`src/rtl/rmb_defs.svh`:
```
`ifndef RMB_DEFS_SVH
`define RMB_DEFS_SVH

// Register word indices on the bus (byte address = index * 4)
`define RMB_CTRL_BASE_IDX 6'h00
`define RMB_STATUS_IDX 6'h10

// Port control register fields
`define RMB_CTRL_EN_BIT 0
`define RMB_CTRL_EN_RST 1'b1

// Status register field positions
`define RMB_ST_ACTIVE_POS 0
`define RMB_ST_BUFVALID_POS 8
`define RMB_ST_BUFFERED_POS 16

// Merge buffer geometry and arbitration bound
`define RMB_BUF_BYTES 4'h8
`define RMB_MAX_WAIT 8'd128

`endif

```
`src/rtl/rmb_pkg.sv`:
```
package rmb_pkg;

  // Transfer size of one bus beat
  typedef enum logic [1:0] {
    RMB_SZ8 = 2'b00,
    RMB_SZ16 = 2'b01,
    RMB_SZ32 = 2'b10,
    RMB_SZ64 = 2'b11
  } rmb_size_t;

  // Bytes carried by one beat of the given size
  function automatic logic [3:0] rmb_bytes(input rmb_size_t size);
    rmb_bytes = 4'h1 << size;
  endfunction

endpackage

```
`src/rtl/rmb_buf_if.sv`:
```
`timescale 1ns/1ps
interface rmb_buf_if;
  logic start;
  logic fill;
  logic [63:0] fill_data;
  logic take;
  logic [2:0] lane;
  logic [3:0] bytes;
  logic valid;
  logic [63:0] data;

  modport ctl (output start, fill, fill_data, take, lane, bytes, input valid, data);
  modport buf_side (input start, fill, fill_data, take, lane, bytes, output valid, data);
endinterface

```
`src/rtl/rmb_buf.sv`:
```
`timescale 1ns/1ps
`include "rmb_defs.svh"
module rmb_buf (
  input wire logic clk_i,
  input wire logic rst_i,
  rmb_buf_if.buf_side bp
);
  import rmb_pkg::*;

  logic valid;
  logic [63:0] data;

  // Beat that uses the last byte lane of the held doubleword
  wire [3:0] lane_end = {1'b0, bp.lane} + bp.bytes;
  wire last_lane = lane_end >= `RMB_BUF_BYTES;

  // Held doubleword: dropped on a new burst, refilled by a fetch
  always_ff @(posedge clk_i) begin
    if (rst_i) begin
      valid <= 1'b0;
    end else if (bp.start) begin
      valid <= 1'b0;
    end else if (bp.fill) begin
      valid <= 1'b1;
    end else if (bp.take && last_lane) begin
      valid <= 1'b0;
    end
  end

  always_ff @(posedge clk_i) begin
    if (bp.fill) begin
      data <= bp.fill_data;
    end
  end

  assign bp.valid = valid;
  assign bp.data = data;
endmodule

```
`src/rtl/rmb_top.sv`:
```
`timescale 1ns/1ps
`include "rmb_defs.svh"
// Operation
// - While a narrow burst drains its buffer, memory may serve other ports.
// - During a buffered burst only ports hitting open pages get memory.
// - Buffered ports fetch 64 bits into their buffer; beats come from it.
// - Unbuffered narrow beats each read memory; the port holds memory all burst.
// - Clearing a port's buffer-enable bit stops buffering on that port.
// - A buffered port must never wait more than 128 other fetches.
// - An unbuffered port granted after the buffered one yields runs its burst back to back.
// - A 32-bit buffered burst takes two beats per fetch, then waits.
// - Buffer only enabled, cacheable, unlocked, non-exclusive narrow multi-beat bursts.
// - Buffered data serves only the burst that fetched it.
module rmb_top #(
  parameter int NPORTS = 3,
  parameter int PW = 2,
  parameter int AW = 32
) (
  input wire logic clk_i,
  input wire logic rst_i,
  input wire logic wb_cyc_i,
  input wire logic wb_stb_i,
  input wire logic wb_we_i,
  input wire logic [7:0] wb_adr_i,
  input wire logic [3:0] wb_sel_i,
  input wire logic [31:0] wb_dat_i,
  output logic [31:0] wb_dat_o,
  output logic wb_ack_o,
  input wire logic [NPORTS-1:0] req_i,
  input wire logic [AW-1:0] req_addr_i [NPORTS],
  input rmb_pkg::rmb_size_t req_size_i [NPORTS],
  input wire logic [4:0] req_beats_i [NPORTS],
  input wire logic [NPORTS-1:0] req_cacheable_i,
  input wire logic [NPORTS-1:0] req_lock_i,
  input wire logic [NPORTS-1:0] req_excl_i,
  input wire logic [NPORTS-1:0] page_open_i,
  output logic [NPORTS-1:0] beat_valid_o,
  output logic [63:0] beat_data_o [NPORTS],
  output logic [NPORTS-1:0] done_o,
  output logic mem_req_o,
  output logic [PW-1:0] mem_port_o,
  output logic [AW-1:0] mem_addr_o,
  output logic mem_wide_o,
  input wire logic mem_ack_i,
  input wire logic [63:0] mem_rdata_i
);
  import rmb_pkg::*;

  // Per-port burst state
  logic [NPORTS-1:0] active;
  logic [NPORTS-1:0] buffered;
  logic [NPORTS-1:0] started;
  logic [NPORTS-1:0] need;
  logic [NPORTS-1:0] elig;
  logic [NPORTS-1:0] buf_valid;
  logic [NPORTS-1:0] ctrl_en;
  logic [4:0] left [NPORTS];
  logic [AW-1:0] addr [NPORTS];
  rmb_size_t size [NPORTS];
  logic [7:0] wait_cnt [NPORTS];

  // Arbiter state
  logic hold_valid;
  logic [PW-1:0] hold_port;
  logic [PW-1:0] rr;
  logic [PW-1:0] next_pick;
  logic found;
  int idx;

  rmb_buf_if bif [NPORTS] ();

  // Memory ack belonging to the current grant
  wire mem_done = mem_req_o & mem_ack_i;
  wire buf_busy = |(active & buffered & started);

  genvar g;
  generate
    for (g = 0; g < NPORTS; g++) begin : gen_port
      wire start = req_i[g] & !active[g];
      wire buf_ok = ctrl_en[g] & req_cacheable_i[g] & !req_lock_i[g] & !req_excl_i[g]
                    & (req_beats_i[g] > 5'd1) & (req_size_i[g] != RMB_SZ64);
      wire acked = mem_done & (mem_port_o == PW'(g));
      wire take = active[g] & buffered[g] & bif[g].valid & (left[g] != 5'd0);
      wire beat = buffered[g] ? take : (active[g] & acked);
      wire last = beat & (left[g] == 5'd1);

      // Fetch demand: buffered ports only when their buffer ran dry
      assign need[g] = active[g] & (left[g] != 5'd0) & (!buffered[g] | !bif[g].valid);
      // Only open-page ports may slip in while a buffered burst runs
      assign elig[g] = need[g]
                       & (!buf_busy | page_open_i[g] | (buffered[g] & started[g]));
      assign buf_valid[g] = bif[g].valid;

      // Buffer control
      assign bif[g].start = start;
      assign bif[g].fill = acked & buffered[g];
      assign bif[g].fill_data = mem_rdata_i;
      assign bif[g].take = take;
      assign bif[g].lane = addr[g][2:0];
      assign bif[g].bytes = rmb_bytes(size[g]);

      rmb_buf u_buf (
        .clk_i(clk_i),
        .rst_i(rst_i),
        .bp(bif[g])
      );

      // Burst bookkeeping
      always_ff @(posedge clk_i) begin
        if (rst_i) begin
          active[g] <= 1'b0;
          buffered[g] <= 1'b0;
          started[g] <= 1'b0;
          left[g] <= 5'd0;
        end else if (start) begin
          active[g] <= req_beats_i[g] != 5'd0;
          buffered[g] <= buf_ok;
          started[g] <= 1'b0;
          left[g] <= req_beats_i[g];
        end else begin
          if (acked) begin
            started[g] <= 1'b1;
          end
          if (beat) begin
            left[g] <= left[g] - 5'd1;
            active[g] <= !last;
          end
        end
      end

      // Beat address and size
      always_ff @(posedge clk_i) begin
        if (start) begin
          addr[g] <= req_addr_i[g];
          size[g] <= req_size_i[g];
        end else if (beat) begin
          addr[g] <= addr[g] + AW'(rmb_bytes(size[g]));
        end
      end

      // Returned beats, registered
      always_ff @(posedge clk_i) begin
        if (rst_i) begin
          beat_valid_o[g] <= 1'b0;
          done_o[g] <= 1'b0;
          beat_data_o[g] <= 64'h0;
        end else begin
          beat_valid_o[g] <= beat;
          done_o[g] <= last;
          beat_data_o[g] <= buffered[g] ? bif[g].data : mem_rdata_i;
        end
      end

      // Grants to other ports while this one waits for a fetch
      always_ff @(posedge clk_i) begin
        if (rst_i || start || acked || !need[g]) begin
          wait_cnt[g] <= 8'h0;
        end else if (mem_done && wait_cnt[g] != 8'hFF) begin
          wait_cnt[g] <= wait_cnt[g] + 8'h1;
        end
      end

    end
  endgenerate

  // Round-robin pick among eligible ports
  always_comb begin
    next_pick = '0;
    found = 1'b0;
    idx = 0;
    for (int i = 0; i < NPORTS; i++) begin
      idx = (int'(rr) + i) % NPORTS;
      if (!found && elig[idx]) begin
        found = 1'b1;
        next_pick = PW'(idx);
      end
    end
  end

  // Memory request; a held port keeps memory until its burst ends
  assign mem_req_o = hold_valid ? need[hold_port] : found;
  assign mem_port_o = hold_valid ? hold_port : next_pick;
  assign mem_addr_o = buffered[mem_port_o] ? {addr[mem_port_o][AW-1:3], 3'h0}
                                           : addr[mem_port_o];
  assign mem_wide_o = buffered[mem_port_o] | (size[mem_port_o] == RMB_SZ64);

  // Hold owner and rotate priority after each completed ownership
  always_ff @(posedge clk_i) begin
    if (rst_i) begin
      hold_valid <= 1'b0;
      hold_port <= '0;
      rr <= '0;
    end else if (mem_done) begin
      if (!buffered[mem_port_o] && left[mem_port_o] > 5'd1) begin
        hold_valid <= 1'b1;
        hold_port <= mem_port_o;
      end else begin
        hold_valid <= 1'b0;
        rr <= (int'(mem_port_o) == NPORTS - 1) ? '0 : mem_port_o + PW'(1);
      end
    end
  end

  // Register bus decode
  wire wb_req = wb_cyc_i & wb_stb_i & !wb_ack_o;
  wire [5:0] wb_idx = wb_adr_i[7:2];
  wire ctrl_hit = (wb_idx >= `RMB_CTRL_BASE_IDX) && (wb_idx < 6'(NPORTS));
  wire status_hit = wb_idx == `RMB_STATUS_IDX;
  wire [PW-1:0] ctrl_sel = wb_idx[PW-1:0];
  logic [31:0] status_word;
  logic [31:0] rd_word;

  // Status: active, buffer holding data, buffered mode
  always_comb begin
    status_word = 32'h0;
    status_word[`RMB_ST_ACTIVE_POS +: NPORTS] = active;
    status_word[`RMB_ST_BUFVALID_POS +: NPORTS] = buf_valid;
    status_word[`RMB_ST_BUFFERED_POS +: NPORTS] = buffered;
  end

  assign rd_word = ctrl_hit ? {31'h0, ctrl_en[ctrl_sel]} : status_hit ? status_word : 32'h0;

  // One-cycle ack for every access; unmapped reads give zero
  always_ff @(posedge clk_i) begin
    if (rst_i) begin
      wb_ack_o <= 1'b0;
      wb_dat_o <= 32'h0;
    end else begin
      wb_ack_o <= wb_req;
      wb_dat_o <= (wb_req && !wb_we_i) ? rd_word : 32'h0;
    end
  end

  // Port control registers
  always_ff @(posedge clk_i) begin
    if (rst_i) begin
      ctrl_en <= {NPORTS{`RMB_CTRL_EN_RST}};
    end else if (wb_req && wb_we_i && ctrl_hit && wb_sel_i[0]) begin
      ctrl_en[ctrl_sel] <= wb_dat_i[`RMB_CTRL_EN_BIT];
    end
  end
endmodule

```
`config.mk`:
```
export PLATFORM = sky130hd
export DESIGN_NAME = rmb_top
export DESIGN_NICKNAME = d
export VERILOG_FILES = /design/src/rtl/rmb_pkg.sv /design/src/rtl/rmb_buf_if.sv /design/src/rtl/rmb_buf.sv /design/src/rtl/rmb_top.sv
export VERILOG_INCLUDE_DIRS = /design/src /design/src/rtl
export SDC_FILE = /design/constraint.sdc
export NUM_CORES = 1
export LEC_CHECK = 0
export ABC_AREA = 0
export ABC_CLOCK_PERIOD_IN_PS = 9100
export BUFFER_PORTS_ARGS = -buffer_cell sky130_fd_sc_hd__buf_2
export CAP_MARGIN = 15
export CORE_UTILIZATION = 45
export DETAILED_ROUTE_END_ITERATION = 10
export PLACE_DENSITY = 0.71
export SLEW_MARGIN = 20
export SYNTH_ARGS = -nofsm -noshare
export SYNTH_HDL_FRONTEND = slang
export SYNTH_HIERARCHICAL = 1
export SYNTH_SLANG_ARGS = --single-unit
```
`constraint.sdc`:
```
create_clock -name clk_i -period 9.1 [get_ports clk_i]
set_input_delay 0.91 -clock clk_i [delete_from_list [all_inputs] [get_ports clk_i]]
set_output_delay 0.91 -clock clk_i [all_outputs]
set_load 0.01 [all_outputs]
```
Word-level counts from Yosys, hierarchy flattened
Memories as Yosys holds them, arrays and structs flattened.
Cells that the tools add are included.
- equal/unequal tests: 11
- add/subtract/negate cells: 12
- multiplexer cells: 87
- reductions and logical operators: 57
- divide/modulo/power cells: 3
- order comparisons: 16
- shift operators: 3
- bitwise gates (word level): 78
- operator list (operator ; number):
    64-bit 2-to-1 mux ; 3
    32-bit by 4-bit adder with 32-bit output ; 3
    32-bit by 4-bit less-than comparator with 1-bit output (second input constant) ; 3
    32-bit 2-to-1 mux ; 3
    32-bit by 3-bit remainder unit with 32-bit output (second input constant) ; 2
    1-bit 2-to-1 mux ; 61
    1-bit bitwise AND ; 54
    3-bit by 3-bit remainder unit with 32-bit output (second input constant) ; 1
    5-bit 2-to-1 mux ; 6
    5-bit nonzero test ; 6
    1-bit logical NOT ; 24
    5-bit by 1-bit greater-than comparator with 1-bit output (second input constant) ; 4
    1-bit OR ; 19
    5-bit by 1-bit == test with 1-bit output (second input constant) ; 3
    5-bit by 1-bit subtractor with 5-bit output (second input constant) ; 3
    3-bit by 4-bit adder with 4-bit output ; 3
    1-bit binary-select mux with 2-bit select ; 6
    4-bit >= comparator (second input constant) ; 3
    1-bit logical AND ; 12
    2-bit nonzero test ; 6
    1-bit by 2-bit << shifter with 4-bit output (first input constant) ; 3
    2-bit 2-to-1 mux ; 5
    2-bit by 3-bit less-than comparator with 1-bit output (second input constant) ; 3
    2-bit OR reduction ; 4
    19 further kinds ; 27
- word-level logic and storage cells: 301
- flip-flop bits (word level): 420
- RAM bits: 117
- input bits: 246
- output and inout port bits: 267
- memories kept: 3
- memories (memory ; depth ; width ; read ports ; clocked after Yosys merged registers in ; write ports ; RTL line ; text):
    addr ; 3 ; 32 ; 4 ; 0 ; 3 ; rmb_top.sv:58 ; logic [AW-1:0] addr [NPORTS];
    left ; 3 ; 5 ; 4 ; 0 ; 3 ; rmb_top.sv:57 ; logic [4:0] left [NPORTS];
    size ; 3 ; 2 ; 4 ; 0 ; 3 ; rmb_top.sv:59 ; rmb_size_t size [NPORTS];

Depth between registers and ports, before layout
- depth after elaboration: 27
- depth in mapped cells: 14

By module
The synthesis kept the hierarchy.
- modules (own cells, without submodules) (module ; seq. area each (um^2) ; cells each ; area each (um^2) ; times used):
    rmb_top ; 8017.7 ; 1655 ; 16278.1 ; 1
    rmb_buf ; 1941.9 ; 77 ; 2045.7 ; 3

Worst setup path after synthesis
Ideal clock, no wire load.
- kind: register -> register
- start point: memory left[1][0]
- end point: register gen_port[2].u_buf.valid
- period minus slack after synthesis: 9.525 ns
- cell stages (with the launch flop): 13
- setup time: 0.096 ns
- required time: 9.004 ns
- setup slack: -0.425 ns
- data arrival time: 9.429 ns
- cells stage by stage: edfxtp_1 -> inv_1 -> ha_1 -> or4b_1 -> and3_4 -> a2111oi_4 -> o2111ai_2 -> and2_4 -> clkbuf_1 -> nor4_1 -> and3b_1 -> and3_1 -> nor3_2
- RTL lines (what ; RTL line ; text):
    from (decl) ; rmb_top.sv:57 ;
    to (signal assigned) ; rmb_buf.sv:20 ; valid <= 1'b0;
    to (signal assigned) ; rmb_buf.sv:22 ; valid <= 1'b0;
    to (signal assigned) ; rmb_buf.sv:24 ; valid <= 1'b1;
    to (decl) ; rmb_buf.sv:10 ; logic valid;

==> flow_summary.yaml <==
route:
  vias: 15925
  wl_met2_um: 29310
  wire_per_inst_um: 20.01
  via_per_inst: 5.228
  drc_errors: 0
  detail-route-antenna-nets: 0
  wl_met1_um: 24130
  top_layer_used: "met5"
  met3_length_um: 5421
  first_pass_iters: 7
  wirelength_um: 60950
  drt_iter0_markers: 1052
sta:
  hold_violations: 0
  worst_pin_slew_ps: 1052
  finalCritPeriodShare_pct: 59.22
  fmax_mhz: 185.6
  grt_setup_unrepaired: "no"
  maxSlewViolCount: 0
  fin_crit_ps: 5389
  slew_headroom_pct: 29.87
  skew_ps: 29.16
  fin_setup_tns_ps: 0
  setup_viol: 0
layout:
  drive_gt1_share_pct: 25.11
  finalNetCount: 2604
  area_growth_pct: 21.50
  final_cells: 3046
status:
  status: "finished, final reports clean"
setup_path:
  worstSetupPathType: "reg2out"
  r2r-start: "left[2][0]"
  r2r_cells: 12
  required_ps: 8190
  arrival_ps: 4480
  critPathMaxFanout: 44
  start_kind: "flip-flop"
  reg2reg_slack_ps: 4590
  cp-end-kind: "output port"
  regToRegEndpoint: "addr[2][6]"
power:
  p_leak_nw: 10.70
  powerDensity_mw_per_mm2: 212.5
  peakVddDrop_mv: 0.1707
floorplanning:
  start_util_pct: 45.70
  die_w_um: 225.2
  die_y_um: 225.2
  core-area_mm2: 0.04905
  die-area_mm2: 0.05071
  pin_count: 513
  rows: 81
synthesis:
  yosysWarnings: 6
  synth-main-ff-cell: "edfxtp_1"
  synth_edf_count: 309
  ys_seq_area_share_pct: 61.76
  syn_area_mm2: 0.02242
  yosys_register_bits: 537
  synth.avg_cell_area_um2: 11.89
  async_flop_share_pct: 0
  synthDistinctLibCells: 72
  syn_inst: 1886
min_path:
  whs_path_depth: 2
  hold_end: "beat_data_o[64]"
  min_from: "gen_port[1].u_buf/bp.data[0]"
  hold_class: "reg2reg"
global_route:
  overflow: 0
  first_global_vias: 15566
  grt_pass1_wl_um: 90160
  grt_max_degree: 118
  grt_antenna_before_repair: 14
  track_usage_pct: 23.24
clock_network:
  numCtsBuffers: 55
  h-tree-depth: 2
  cts_resized: 0
  clockBufferDepth: 3
  cts_tree: "done"
  clk_pin_slew_ps: 70
  cts.sinks: 537
  post_cts_buffers: 0
  cts-root-buf: "clkbuf_16"
  cts_hold_buf: 0
  insertion_delay_ps: 610
placed_design:
  gp_congestion: 0.8875
  port_buffers: 453
  place_hpwl_um: 41540
  dp.cells: 2929
run:
  max_cap_viol_count: 0
==> routing by layer <==
layer / up-vias / GRT usage [%]
met4: 8 / 8.536
li1: 7542 / -
met5: - / 0
met2: 542 / 38.73
met3: 116 / 7.679
met1: 7717 / 27.90
==> synth_stat cells (all sizes together) (19+ instances only) <==
| cell type | count | area [um2] |
|---|---|---|
| dfxtp | 228 | 4564 |
| mux2i | 228 | 2282 |
| inv | 38 | 142.6 |
| and2 | 19 | 123.9 |
| edfxtp | 309 | 9279 |
| a21oi | 81 | 416.7 |
| nand3 | 45 | 230.2 |
| ha | 32 | 400.4 |
| clkbuf | 48 | 180.2 |
| o21ai | 72 | 360.3 |
| xnor2 | 31 | 271.5 |
| buf | 65 | 379.1 |
| xor2 | 68 | 595.6 |
| nor2 | 307 | 1152 |
| and3 | 28 | 180.2 |
| nor3 | 21 | 120.1 |
| nand2 | 115 | 431.7 |
==> where the power goes <==
group | switching, W | internal, W | total [W]
Combinational | 0.000399 | 0.000248 | 0.000647
Clock | 0.000960 | 0.00143 | 0.00239
Sequential | 0.0000725 | 0.00268 | 0.00275
==> worst max-delay path, stage by stage (launching register included) <==
cell and delay (ps):
edfxtp_1 460, inv_1 130, ha_1 160, or4b_1 520, and3_1 290, a311oi_2 330, a22o_2 290, buf_4 600
or4bb_1 230, o311ai_2 240, a211oi_1 400, buf_2 200
==> kinds of logic (layout without fill, tap and decap cells) <==
family | Yosys count | in the layout | share of synthesized area [%]
AND/OR/NAND/NOR | 608 | 608 | 12.26
buffers and inverters | 151 | 613 | 3.131
adder cells (fa/ha/maj) | 35 | 35 | 2.054
multiplexers | 232 | 232 | 10.38
flip-flops | 537 | 537 | 61.76
other | 1 | 35 | 0.01673
XOR/XNOR | 99 | 99 | 3.868
AO/OA/AOI/OAI | 223 | 223 | 6.525
==> stage by stage <==
stage	total power (W)	cell area (um2)	utilization [%]	setup slack [ps]	hold slack, ps
3_5_place_dp	0.003449	25220	51.42	4234	471.2
3_3_place_gp	0.003435	25210	51.40	4331	462.0
4_1_cts	0.005832	27170	55.39	3537	455.1
6_report	0.005788	27230	55.52	3711	475.3
2_1_floorplan	0.003167	22510	-	1628	451.5
5_1_grt	0.005977	27220	55.49	3387	466.5
==> registers in the layout, summed over array words and instances (netlist names) <==
name / flops
gen_port.u_buf/bp.data: 192
buffered: 3
gen_port.u_buf/bp.valid: 3
done_o: 3
started: 3
beat_data_o: 192
size: 6
hold_port: 2
beat_valid_o: 3
active: 3
hold_valid: 1
left: 15
ctrl_en: 3
wb_ack_o: 1
addr: 96
rr: 2
wb_dat_o: 9
==> cell usage in the layout, fill, tap and decap left out, drive strengths merged, types with 32 or more instances in the layout <==
cell,n
buf,471
edfxtp,309
nor2,307
mux2i,228
dfxtp,228
nand2,115
clkbuf,82
a21oi,81
o21ai,72
xor2,68
nand3,45
inv,41
ha,32
==> worst max path at each step <==
stage | start | depth (start not counted) | to
final | left[2][0] | 11 | mem_addr_o[0]
after global routing | left[2][0] | 11 | mem_addr_o[0]
after CTS | left[2][0] | 11 | mem_addr_o[0]
after detailed placement | left[2][0] | 11 | mem_addr_o[0]
after global placement | left[2][0] | 11 | mem_addr_o[0]
after floorplan | left[2][0] | 12 | gen_port[1].u_buf/bp.valid
==> cell type report <==
class	instances	area [um2]
Multi-Input combinational cell	1220	7991
Clock inverter	22	306.5
Antenna cell	12	30.03
Fill cell	4196	21820
Sequential cell	537	13850
Clock buffer	82	1643
Inverter	38	142.6
Timing Repair Buffer	471	2436
Tap cell	664	830.8
Note: power is estimated with default switching activity, not from simulation.
